==> src/verilog/strap_cfg_pkg.sv <==
// Purpose: shared constants and state codes for the reset strap configuration loader
// Assumes: gpio numbering starts at 0; pins are pulled up when nobody drives them
// Notes: timing of the start-up steps is set by handshakes, so no counts live here
//
// Behaviour
// - capture every gpio level at the rising edge of master_reset_n; derive start-up setup
// - captured gpio 9: low selects spi, high selects i2c on the main port
// - no selector pins assigned: gpio 3..0 form the configuration selector
// - undriven pulled-up selector pins select stored configuration 15
// - selector bits follow pin index order, lowest index is lsb, gaps allowed
// - under four selector pins: low bits used, upper bits of four forced zero
// - over four selector pins: only the SEL_W lowest-indexed ones are used, the rest are dropped
// - no address pin assigned: i2c slave address bit a2 is zero
// - several address pins: only the highest-indexed one gives a2
// - address pin has no effect when spi is captured
// - high on an eeprom-disable pin blocks eeprom reads at start-up
// - no eeprom-disable pin assigned: search for an eeprom whenever i2c is captured
// - several eeprom-disable pins: any one high disables (or)
// - pin roles come from factory device info; unprogrammed parts keep defaults
// - protocol, a2 and eeprom search stay writable by later load or host access; selector and captured pins do not
// - register defaults: all clock outputs off, all gpio plain inputs
// - sequence: load config, enable regulators, clocks, calibrate and lock pll
// - selector chooses the stored configuration; no effect on unprogrammed parts
// - stored configuration failing checksum is skipped; registers stay default
// - eeprom search skipped whenever the main port is spi
package strap_cfg_pkg;

    // pin roles fixed by the package pinout
    localparam int GPIO_PROTO_IDX = 9;
    localparam int GPIO_HOLD_HIGH_IDX = 8;
    localparam int DEF_SEL_LSB = 0;
    localparam int DEF_SEL_W = 4;

    // protocol encodings of the captured select pin
    localparam logic PROTO_SPI = 1'b0;
    localparam logic PROTO_I2C = 1'b1;

    // reset values of derived settings
    localparam logic A2_DEFAULT = 1'b0;
    localparam logic PROTO_RESET = PROTO_I2C;
    localparam logic EEP_SEARCH_RESET = 1'b0;
    localparam logic CLK_OUT_EN_RESET = 1'b0;
    localparam logic GPIO_OE_RESET = 1'b0;
    localparam logic GPIO_PULL_LEVEL = 1'b1;
    localparam logic MR_ASSERTED = 1'b0;

    // start-up sequencer, one-hot
    typedef enum logic [6:0] {
        ST_HOLD = 7'h01,
        ST_LOAD = 7'h02,
        ST_REG = 7'h04,
        ST_CLK = 7'h08,
        ST_PLL = 7'h10,
        ST_EEP = 7'h20,
        ST_DONE = 7'h40
    } seq_state_e;

endpackage

==> src/verilog/strap_cfg_select.sv <==
// Purpose: capture gpio straps at master reset release and run the start-up order
// Assumes: factory masks are stable before master_reset_n rises
// Notes: pins are sampled after synchronisation, so capture trails the pin edge
`timescale 1ns/1ps
`default_nettype none

module strap_cfg_select
    import strap_cfg_pkg::*;
#(
    parameter int NUM_GPIO = 10,
    parameter int SEL_W = 4,
    parameter int NUM_CLK_OUT = 12
) (
    input wire logic clk, // system clock, 50 MHz
    input wire logic reset_n, // async system reset, active low
    input wire logic master_reset_n, // master reset pin, active low
    input wire logic [NUM_GPIO-1:0] gpio_in, // gpio pin levels
    input wire logic info_programmed, // factory device info is programmed
    input wire logic [NUM_GPIO-1:0] sel_pin_mask, // pins used as selector
    input wire logic [NUM_GPIO-1:0] addr_pin_mask, // pins used as a2
    input wire logic [NUM_GPIO-1:0] eep_dis_pin_mask, // pins used as eeprom disable
    input wire logic host_wr, // host write pulse
    input wire logic host_proto_i2c, // host value for protocol
    input wire logic host_a2, // host value for a2
    input wire logic host_eep_search, // host value for eeprom search
    input wire logic otp_load_done, // stored config read finished
    input wire logic otp_checksum_ok, // stored config checksum good
    input wire logic otp_proto_i2c, // stored config protocol
    input wire logic otp_a2, // stored config a2
    input wire logic [NUM_CLK_OUT-1:0] otp_clk_out_en, // stored clock enables
    input wire logic [NUM_GPIO-1:0] otp_gpio_oe, // stored gpio output enables
    input wire logic regulators_ok, // regulators settled
    input wire logic clocks_ok, // internal clocks running
    input wire logic pll_locked, // analog pll locked to crystal
    input wire logic eeprom_done, // eeprom search finished
    output logic [NUM_GPIO-1:0] captured_gpio, // held strap levels
    output logic proto_i2c, // main port uses i2c
    output logic slave_a2, // i2c slave address bit a2
    output logic eeprom_search_en, // eeprom search allowed
    output logic [SEL_W-1:0] cfg_select, // stored configuration index
    output logic hold_pin_fault, // hold-high pin seen low
    output logic otp_load_req, // request stored config read
    output logic regulator_en, // enable regulators
    output logic clocks_en, // enable internal clocks
    output logic pll_cal_en, // calibrate and lock pll
    output logic eeprom_req, // request eeprom search
    output logic startup_done, // start-up finished
    output logic [NUM_CLK_OUT-1:0] clk_out_en, // clock output enables
    output logic [NUM_GPIO-1:0] gpio_oe // gpio output enables
);

    ////////////////////////////////////////////////////////////////////////////
    // elaboration checks

    if (NUM_GPIO <= GPIO_PROTO_IDX) begin : g_bad_gpio
        $error("NUM_GPIO too small for fixed strap pins");
    end
    if (SEL_W < DEF_SEL_W) begin : g_bad_sel
        $error("SEL_W narrower than default selector");
    end

    ////////////////////////////////////////////////////////////////////////////
    // synchronisers

    logic mr_s;
    logic [NUM_GPIO-1:0] gpio_s;

    // master reset starts asserted so no false release edge
    sync_2ff #(
        .W(1),
        .RESET_VAL(MR_ASSERTED)
    ) u_sync_mr (
        .clk(clk),
        .reset_n(reset_n),
        .d(master_reset_n),
        .q(mr_s)
    );

    // pins idle at the pull-up level
    sync_2ff #(
        .W(NUM_GPIO),
        .RESET_VAL({NUM_GPIO{GPIO_PULL_LEVEL}})
    ) u_sync_gpio (
        .clk(clk),
        .reset_n(reset_n),
        .d(gpio_in),
        .q(gpio_s)
    );

    ////////////////////////////////////////////////////////////////////////////
    // release edge

    logic mr_q_reg;
    logic mr_q_next;
    logic mr_rise;

    // pins and reset share one sync depth, so samples line up
    always_comb begin
        mr_q_next = mr_s;
        mr_rise = mr_s & ~mr_q_reg;
    end

    always_ff @(posedge clk or negedge reset_n) begin
        if (!reset_n) begin
            mr_q_reg <= MR_ASSERTED;
        end else begin
            mr_q_reg <= mr_q_next;
        end
    end

    ////////////////////////////////////////////////////////////////////////////
    // strap decode

    logic [NUM_GPIO-1:0] sel_m;
    logic [NUM_GPIO-1:0] addr_m;
    logic [NUM_GPIO-1:0] dis_m;
    logic [SEL_W-1:0] sel_v;
    logic a2_v;
    logic dis_v;
    logic i2c_v;

    // unprogrammed parts see no assigned roles
    always_comb begin
        int unsigned k;
        k = 0;
        sel_m = info_programmed ? sel_pin_mask : '0;
        addr_m = info_programmed ? addr_pin_mask : '0;
        dis_m = info_programmed ? eep_dis_pin_mask : '0;
        sel_v = '0;
        a2_v = A2_DEFAULT;
        i2c_v = gpio_s[GPIO_PROTO_IDX];
        dis_v = |(dis_m & gpio_s);
        if (sel_m == '0) begin
            // undriven pulled-up pins give index 15
            sel_v[DEF_SEL_W-1:0] = gpio_s[DEF_SEL_LSB +: DEF_SEL_W];
        end else begin
            // pack in index order; pins past SEL_W are dropped
            for (int i = 0; i < NUM_GPIO; i++) begin
                if (sel_m[i]) begin
                    if (k < SEL_W) begin
                        sel_v[k] = gpio_s[i];
                    end
                    k = k + 1;
                end
            end
        end
        // later pins overwrite, so the highest index wins
        for (int i = 0; i < NUM_GPIO; i++) begin
            if (addr_m[i]) begin
                a2_v = gpio_s[i];
            end
        end
        if (i2c_v == PROTO_SPI) begin
            a2_v = A2_DEFAULT;
        end
    end

    ////////////////////////////////////////////////////////////////////////////
    // captured settings

    logic [NUM_GPIO-1:0] cap_reg;
    logic [NUM_GPIO-1:0] cap_next;
    logic i2c_reg;
    logic i2c_next;
    logic a2_reg;
    logic a2_next;
    logic eep_reg;
    logic eep_next;
    logic [SEL_W-1:0] sel_reg;
    logic [SEL_W-1:0] sel_next;
    logic fault_reg;
    logic fault_next;
    logic otp_apply;

    // capture beats host write; host and stored config may overwrite later
    always_comb begin
        cap_next = cap_reg;
        i2c_next = i2c_reg;
        a2_next = a2_reg;
        eep_next = eep_reg;
        sel_next = sel_reg;
        fault_next = fault_reg;
        if (mr_rise) begin
            cap_next = gpio_s;
            i2c_next = i2c_v;
            a2_next = a2_v;
            eep_next = ~dis_v & (i2c_v == PROTO_I2C);
            sel_next = sel_v;
            fault_next = ~gpio_s[GPIO_HOLD_HIGH_IDX];
        end else if (host_wr) begin
            i2c_next = host_proto_i2c;
            a2_next = host_a2;
            eep_next = host_eep_search & (host_proto_i2c == PROTO_I2C);
        end else if (otp_apply) begin
            i2c_next = otp_proto_i2c;
            a2_next = otp_a2;
            // a stored switch to spi takes the i2c master pins away
            eep_next = eep_reg & (otp_proto_i2c == PROTO_I2C);
        end
    end

    always_ff @(posedge clk or negedge reset_n) begin
        if (!reset_n) begin
            cap_reg <= {NUM_GPIO{GPIO_PULL_LEVEL}};
            i2c_reg <= PROTO_RESET;
            a2_reg <= A2_DEFAULT;
            eep_reg <= EEP_SEARCH_RESET;
            sel_reg <= '0;
            fault_reg <= 1'b0;
        end else begin
            cap_reg <= cap_next;
            i2c_reg <= i2c_next;
            a2_reg <= a2_next;
            eep_reg <= eep_next;
            sel_reg <= sel_next;
            fault_reg <= fault_next;
        end
    end

    ////////////////////////////////////////////////////////////////////////////
    // start-up sequencer

    seq_state_e state_reg;
    seq_state_e state_next;
    logic load_reg;
    logic load_next;
    logic reg_en_reg;
    logic reg_en_next;
    logic clk_en_reg;
    logic clk_en_next;
    logic pll_reg;
    logic pll_next;
    logic eep_req_reg;
    logic eep_req_next;
    logic done_reg;
    logic done_next;
    logic [NUM_CLK_OUT-1:0] cko_reg;
    logic [NUM_CLK_OUT-1:0] cko_next;
    logic [NUM_GPIO-1:0] oe_reg;
    logic [NUM_GPIO-1:0] oe_next;

    // enables stay on once a step is reached; master reset drops them all
    always_comb begin
        state_next = state_reg;
        load_next = 1'b0;
        reg_en_next = reg_en_reg;
        clk_en_next = clk_en_reg;
        pll_next = pll_reg;
        eep_req_next = 1'b0;
        done_next = done_reg;
        cko_next = cko_reg;
        oe_next = oe_reg;
        otp_apply = 1'b0;
        unique case (state_reg)
            ST_HOLD: begin
                if (mr_rise) begin
                    state_next = ST_LOAD;
                end
            end
            ST_LOAD: begin
                // unprogrammed parts have no stored config to read
                if (!info_programmed) begin
                    state_next = ST_REG;
                end else begin
                    load_next = ~otp_load_done;
                    if (otp_load_done) begin
                        otp_apply = otp_checksum_ok;
                        if (otp_checksum_ok) begin
                            cko_next = otp_clk_out_en;
                            oe_next = otp_gpio_oe;
                        end
                        state_next = ST_REG;
                    end
                end
            end
            ST_REG: begin
                reg_en_next = 1'b1;
                if (reg_en_reg && regulators_ok) begin
                    state_next = ST_CLK;
                end
            end
            ST_CLK: begin
                clk_en_next = 1'b1;
                if (clk_en_reg && clocks_ok) begin
                    state_next = ST_PLL;
                end
            end
            ST_PLL: begin
                pll_next = 1'b1;
                if (pll_reg && pll_locked) begin
                    state_next = ST_EEP;
                end
            end
            ST_EEP: begin
                if (!eep_reg) begin
                    state_next = ST_DONE;
                end else begin
                    eep_req_next = ~eeprom_done;
                    if (eeprom_done) begin
                        state_next = ST_DONE;
                    end
                end
            end
            ST_DONE: begin
                done_next = 1'b1;
            end
            default: begin
                state_next = ST_HOLD;
            end
        endcase
        if (!mr_s) begin
            // back to defaults: outputs off, pins as inputs
            state_next = ST_HOLD;
            load_next = 1'b0;
            reg_en_next = 1'b0;
            clk_en_next = 1'b0;
            pll_next = 1'b0;
            eep_req_next = 1'b0;
            done_next = 1'b0;
            cko_next = {NUM_CLK_OUT{CLK_OUT_EN_RESET}};
            oe_next = {NUM_GPIO{GPIO_OE_RESET}};
            otp_apply = 1'b0;
        end
    end

    always_ff @(posedge clk or negedge reset_n) begin
        if (!reset_n) begin
            state_reg <= ST_HOLD;
            load_reg <= 1'b0;
            reg_en_reg <= 1'b0;
            clk_en_reg <= 1'b0;
            pll_reg <= 1'b0;
            eep_req_reg <= 1'b0;
            done_reg <= 1'b0;
            cko_reg <= {NUM_CLK_OUT{CLK_OUT_EN_RESET}};
            oe_reg <= {NUM_GPIO{GPIO_OE_RESET}};
        end else begin
            state_reg <= state_next;
            load_reg <= load_next;
            reg_en_reg <= reg_en_next;
            clk_en_reg <= clk_en_next;
            pll_reg <= pll_next;
            eep_req_reg <= eep_req_next;
            done_reg <= done_next;
            cko_reg <= cko_next;
            oe_reg <= oe_next;
        end
    end

    ////////////////////////////////////////////////////////////////////////////
    // outputs, all straight from flip-flops

    assign captured_gpio = cap_reg;
    assign proto_i2c = i2c_reg;
    assign slave_a2 = a2_reg;
    assign eeprom_search_en = eep_reg;
    assign cfg_select = sel_reg;
    assign hold_pin_fault = fault_reg;
    assign otp_load_req = load_reg;
    assign regulator_en = reg_en_reg;
    assign clocks_en = clk_en_reg;
    assign pll_cal_en = pll_reg;
    assign eeprom_req = eep_req_reg;
    assign startup_done = done_reg;
    assign clk_out_en = cko_reg;
    assign gpio_oe = oe_reg;

endmodule

`default_nettype wire

==> src/verilog/sync_2ff.sv <==
// Purpose: two flip-flop synchroniser for a bundle of asynchronous levels
// Assumes: each bit is a slow level; bits are not coherent with each other
// Notes: the first stage feeds only the second stage
`timescale 1ns/1ps
`default_nettype none

module sync_2ff #(
    parameter int W = 1,
    parameter logic [W-1:0] RESET_VAL = '0
) (
    input wire logic clk, // system clock
    input wire logic reset_n, // async reset, active low
    input wire logic [W-1:0] d, // asynchronous input
    output logic [W-1:0] q // synchronised output
);

    logic [W-1:0] meta_reg;
    logic [W-1:0] sync_reg;

    // two stages, nothing reads the first except the second
    always_ff @(posedge clk or negedge reset_n) begin
        if (!reset_n) begin
            meta_reg <= RESET_VAL;
            sync_reg <= RESET_VAL;
        end else begin
            meta_reg <= d;
            sync_reg <= meta_reg;
        end
    end

    assign q = sync_reg;

endmodule

`default_nettype wire

==> config.mk <==
export PLATFORM = sky130hd
export DESIGN_NAME = strap_cfg_select
export DESIGN_NICKNAME = d
export VERILOG_FILES = /design/src/verilog/strap_cfg_pkg.sv /design/src/verilog/strap_cfg_select.sv /design/src/verilog/sync_2ff.sv
export SDC_FILE = /design/constraint.sdc
export NUM_CORES = 1
export LEC_CHECK = 0
export BUFFER_PORTS_ARGS = -buffer_cell sky130_fd_sc_hd__buf_4
export CAP_MARGIN = 20
export CORE_ASPECT_RATIO = 1.75
export CORE_MARGIN = 5
export CORE_UTILIZATION = 54
export CTS_CLUSTER_SIZE = 28
export DETAILED_ROUTE_END_ITERATION = 10
export PLACE_DENSITY_LB_ADDON = 0.15
export SLEW_MARGIN = 20
export SYNTH_ARGS = -nofsm -noshare
export SYNTH_HDL_FRONTEND = slang
export SYNTH_SLANG_ARGS = --single-unit
==> constraint.sdc <==
create_clock -name clk -period 2.84 [get_ports clk]
set_input_delay 0.284 -clock clk [delete_from_list [all_inputs] [get_ports clk]]
set_output_delay 0.284 -clock clk [all_outputs]
set_load 0.05 [all_outputs]
=== Word level (Yosys, flattened, before mapping) ===
Cells that the tools add are included.
W data, S select, Z words.

* Flip-flop bits (word level): 76
* Input port bits: 78
* Word-level logic and storage cells: 239
* Output and inout port bits: 46

* $add $sub $neg: 8
* $lt $le $gt $ge: 27
* Multiplexer cells: 135
* Bitwise operators: 10
* Reductions and logical operators: 17
* Eq/ne operators: 22

{| class="wikitable"
|+ Operators by type and width
! cell !! count
|-
| $lt A32 B3 Y1 const B || 18
|-
| $mux W32 || 17
|-
| $ge A32 B1 Y1 const B || 9
|-
| $add A32 B1 Y32 const B || 8
|-
| $mux W4 || 27
|-
| $mux W10 || 8
|-
| $mux W7 || 9
|-
| $mux W12 || 5
|-
| $mux W1 || 50
|-
| $pmux W7 S7 || 1
|-
| $bwmux W4 || 9
|-
| $demux W1 S2 || 9
|-
| $ne A2 B2 Y1 const B || 9
|-
| $logic_and A1 B1 Y1 || 12
|-
| $ne A3 B3 Y1 const B || 4
|-
| $and A10 B10 Y10 || 1
|-
| $logic_not A10 Y1 || 1
|-
| $reduce_or A10 Y1 || 1
|-
| $ne A4 B4 Y1 const B || 2
|-
| $eq A7 B1 Y1 const B || 1
|-
| $eq A7 B2 Y1 const B || 1
|-
| $eq A7 B3 Y1 const B || 1
|-
| $eq A7 B4 Y1 const B || 1
|-
| $eq A7 B5 Y1 const B || 1
|-
| 7 further kinds || 14
|}

=== Depth between registers and ports, before layout ===
* Word-level depth: 43
* Mapped depth: 34
* Gate-level depth less buffers: 30

=== By module ===
Synthesis repeated with hierarchy kept, for this count alone.

* Cells, all modules: 510
* Area total of the unflattened synthesis: 4,720.8 um^2

{| class="wikitable"
|+ By module, submodules not included
! module !! cells each !! area an instance (um^2) !! seq. area each (um^2) !! times used
|-
| strap_cfg_select || 488 || 4,145.2 || 1,366.3 || 1
|-
| sync_2ff (u_sync_gpio) || 20 || 525.5 || 525.5 || 1
|-
| sync_2ff (u_sync_mr) || 2 || 50.0 || 50.0 || 1
|}

=== Least setup slack after synthesis ===
Ideal clock, no wire load.

* Path type: input-to-reg
* From: input info_programmed
* To: register sel_reg[1], in the netlist cfg_select[1]
* Path buffers: 5
* Library setup time: 0.130 ns
* Required time: 2.710 ns
* Stages: 34
* Slack: -3.828 ns
* Arrival: 6.538 ns
* Path through: clkbuf_1 > clkbuf_1 > clkbuf_1 > buf_1 > nand2_1 > inv_1 > ha_1 > clkbuf_1 > xnor2_1 > ha_1 > and3_1 > a211o_1 > ha_1 > nor2_1 > a21oi_1 > inv_1 > ha_1 > o21ai_0 > a21oi_1 > ha_1 > nand2b_1 > o311a_1 > nor2_1 > ha_1 > nor2_1 > a21o_1 > ha_1 > and3_1 > nor2b_1 > o2111ai_1 > nand2_1 > o21ai_1 > o41ai_1 > o21ai_1

* Longest elaborated chain between the ends: 43
* Elaborated cells between the ends (all ways): 118
* Classes of those cells: add/sub: 8; order compare: 27; mux: 73; reduce/logical: 10

{| class="wikitable"
|+ Ends and longest elaborated chain
! element !! RTL line !! text
|-
| from (decl) || strap_cfg_select.sv:18 || <nowiki>input wire logic info_programmed,</nowiki>
|-
| $mux W10 (*) || strap_cfg_select.sv:126 || <nowiki>sel_m = info_programmed ? sel_pin_mask : '0;</nowiki>
|-
| parallel branches: the longest is 41 deep, another holds $add A32 B1 Y32 || - ||
|-
| $mux W4 (*) || strap_cfg_select.sv:133 || <nowiki>if (sel_m == '0) begin</nowiki>
|-
| to (signal assigned) || strap_cfg_select.sv:215 || <nowiki>sel_reg <= sel_next;</nowiki>
|-
| to (decl) || strap_cfg_select.sv:169 || <nowiki>logic [SEL_W-1:0] sel_reg;</nowiki>
|}

Mark *: on every way between the ends. The select of a mux whose other input is x is not followed.
A chain may end at the register's enable or synchronous reset.

=== Final worst setup path ===
* From: input sel_pin_mask[0]
* To: register sel_reg[1], in the netlist cfg_select[1]

* Longest elaborated chain between the ends: 43
* Elaborated cells between the ends (all ways): 118
* Classes of those cells: add/sub: 8; order compare: 27; mux: 73; reduce/logical: 10

{| class="wikitable"
|+ Ends and longest elaborated chain
! element !! RTL line !! text
|-
| from (decl) || strap_cfg_select.sv:19 || <nowiki>input wire logic [NUM_GPIO-1:0] sel_pin_mask,</nowiki>
|-
| $mux W10 (*) || strap_cfg_select.sv:126 ||
|-
| parallel branches: the longest is 41 deep, another holds $add A32 B1 Y32 || - ||
|-
| $mux W4 (*) || strap_cfg_select.sv:133 ||
|}

Marks and branches as above.

==> flow_summary.toml <==
[sta]
min_period_ps = 4929
rsz0062_at_grt = "true"
setup_viol = 4
setup-tns-final_ps = -8239
slew-limit-headroom_pct = 39.44
layout_setup_ws_ps = -2089
fin_crit_sh_pct = 173.6
slew_violations = 0
hold_ws_ps = 58.60
worstMarginPinSlew_ps = 908.4
fin_skew_ps = 4.259
final-hold-violation-count = 0
max_freq_mhz = 202.9

[cts]
cts.sinks = 76
cts_root_buffer = "clkbuf_16"
h-tree-depth = 3
cts.clk_slew.worst_paths_ps = 50
clk-insertion-delay-late_ps = 330
cts_tree = "done"
cts_made_buffers = 9
postCtsHoldBufs = 0
cts_buffer_depth = 2

[setup_path]
critPathArrivalTime_ps = 5190
slowest_delay_ps = 330
critPathSlowestCell = "a211o_1"
cp-end-kind = "flip-flop"
criticalPathCategory = "in2reg"
required_ps = 3100
critPathMaxFanout = 3
critPathTopFamily = "adder cells"
path_buf_inv = 3
start_kind = "primary input"

[layout]
drive_gt1_share_pct = 42.17
synthToLayoutAreaGrowth_pct = 43.14
nets = 828
largest_register_ff_count = 12
fin_util_pct = 79.48
n_antenna_cell = 0
fill_cells = 593

[yosys]
ys_async_sr_fraction_pct = 100.0
synth_edf_count = 0
synthesis.nets = 634
avgSynthCellArea_um2 = 9.160
synth-seq-cells = 76
ys_seq_area_share_pct = 40.07
yosysWarnings = 0
synth.distinct_cells = 77
synth_cells = 529
synth_flop_cell = "dfrtp_1"
synth_area_um2 = 4846

[place]
io_buffers = 123
dp_hpwl_um = 11600
place.gp.congestion = 0.9990

[floorplanning]
row_count = 45
start_util_pct = 55.53
die_w_um = 81.61
dieArea_um2 = 11040
num_io_pins = 124
fp.dieH_um = 135.3
coreArea_um2 = 8727

[drt]
wl_met3_um = 990
wl_um = 15300
detail-route-antenna-nets = 0
drc = 0
viasPerCell = 5.757
via_count = 4865
maxUsedRoutingLayer = "met4"
drt_iter0_drc = 158
wl_met2_um = 8121
wl_per_cell_um = 18.11
first_pass_iters = 5
wl_met1_um = 5238

[run_status]
violations = "negative setup slack"
outcome = "finished with violations"

[global_routing]
grt_pass1_wl_um = 24050
grt_usage_pct = 28.37
grt.overflow.total = 0
antenna_found_initial = 0
grt_max_degree = 77
grt_pass1_vias = 5147

[power_and_ir_drop]
ir_drop_mv = 0.5412
p_total_mw = 3.714
p_leak_nw = 3.317
powerDensity_nw_per_um2 = 535.4

[hold_path]
hp-class = "in2reg"

[job]
maxCapViolCount = 0
[what timing repair did]
item | in CTS | in global routing
resized for setup | 13 | 10
pin swaps | 18 | 18
setup endpoints to repair | 4 | 17
buffers inserted | 12 | 4
[cell usage after synthesis, drive strengths merged, types with 2 or more instances]
library cell / instances / area share, %
a22oi: 3 / 0.46
o2111ai: 2 / 0.36
a32oi: 2 / 0.36
nor4: 3 / 0.39
o21a: 3 / 0.46
xnor2: 11 / 2.4
ha: 27 / 7.0
a21oi: 25 / 2.6
nand3: 15 / 1.5
a21o: 3 / 0.46
inv: 19 / 1.5
or4b: 2 / 0.49
clkbuf: 20 / 1.5
nor3: 9 / 1.0
a21boi: 24 / 3.7
xor2: 6 / 1.2
and2: 9 / 1.2
o31a: 3 / 0.54
nand2b: 5 / 0.65
mux2: 6 / 1.5
a211o: 4 / 0.72
and3: 9 / 1.2
nor2b: 10 / 1.3
nand4b: 5 / 1.2
nand4: 9 / 1.2
o31ai: 4 / 0.62
dfrtp: 44 / 23
dfstp: 32 / 17
a32o: 4 / 0.83
a211oi: 2 / 0.31
nor2: 20 / 1.5
nand2: 112 / 8.7
a31o: 2 / 0.36
nor3b: 5 / 0.88
mux2i: 9 / 1.9
buf: 8 / 0.88
o2111a: 2 / 0.46
a221oi: 4 / 0.72
o21ai: 18 / 1.9
o311a: 2 / 0.41
o211ai: 4 / 0.72
nor4b: 2 / 0.36
[routing by layer]
| metal | vias up | GRT usage [%] |
|---|---|---|
| met3 | 68 | 6.658 |
| li1 | 2266 | - |
| met1 | 2317 | 27.83 |
| met4 | 0 | 18.76 |
| met2 | 214 | 51.04 |
| met5 | - | 0 |
[layout by cell type, fill, tap and decap left out, drive strengths merged, types with 10 or more instances in the layout]
master | netlist | layout
buf | 8 | 211
nand2 | 112 | 112
dfrtp | 44 | 44
dfstp | 32 | 32
ha | 27 | 27
a21oi | 25 | 25
a21boi | 24 | 24
nor2 | 20 | 20
inv | 19 | 20
o21ai | 18 | 18
nand3 | 15 | 15
clkbuf | 20 | 13
xnor2 | 11 | 11
nor2b | 10 | 10
[path summary, 6_finish.rpt]
path                                                         from                           endpoint  slack (ps)  depth (start not counted)
worst max register to register           state_reg[0]$_DFFE_PN1P_           state_reg[4]$_DFFE_PN0P_         190                          8
worst max-delay path                              sel_pin_mask[0]          cfg_select[1]$_DFFE_PN0P_       -2090                         30
worst min-delay path                                   gpio_in[7]  u_sync_gpio.meta_reg[7]$_DFF_PN1_          60                          1
max in group asynchronous                                 reset_n             gpio_oe[3]$_DFFE_PN0P_        2160                          1
worst min register to register  u_sync_gpio.meta_reg[2]$_DFF_PN1_         u_sync_gpio.q[2]$_DFF_PN1_         350                          0
min in group asynchronous                                 reset_n             pll_cal_en$_DFFE_PN0P_          80                          1
[where the power goes]
part | total (mW) | internal [mW] | switching (mW)
combinational | 1.34 | 0.605 | 0.734
sequential | 1.28 | 1.20 | 0.0792
clock | 1.10 | 0.689 | 0.408
total | 3.71 | 2.49 | 1.22
[worst register-to-register path: cells and delay by family, from the launching register on]
kind	cells	cell delay, ps
and+or+nand+nor	4	710
DFF	1	550
AOI/OAI and AO/OA	3	880
muxes	1	390
[cell families after synthesis]
group / after synthesis / synth area share [%]
compound gates: 123 / 18.33
xor+xnor: 19 / 4.570
fa+ha+maj: 28 / 7.178
buf+inv: 47 / 3.899
flops: 76 / 40.07
mux: 15 / 3.331
simple gates: 221 / 22.62
[area by class of cell]
cell class,count,area [µm²],share of cell area (%)
multi-input combinational,406,2884,41.58
sequential,76,1942,27.99
timing repair buffer,211,1595,23.00
clock buffer,13,281.5,4.058
tap,117,146.4,2.110
inverter,19,71.32,1.028
clock inverter,3,16.27,0.2345
[stage by stage]
step / instance area [µm²] / setup WS [ps] / std cells
after floorplan: 4995 / -2877 / 529
after global placement: 6417 / -2451 / 813
after detailed placement: 6417 / -2638 / 813
after CTS: 6863 / -2055 / 841
after global routing: 6937 / -2341 / 845
final: 6937 / -2089 / 845
Note: power is estimated with default switching activity, not from simulation.
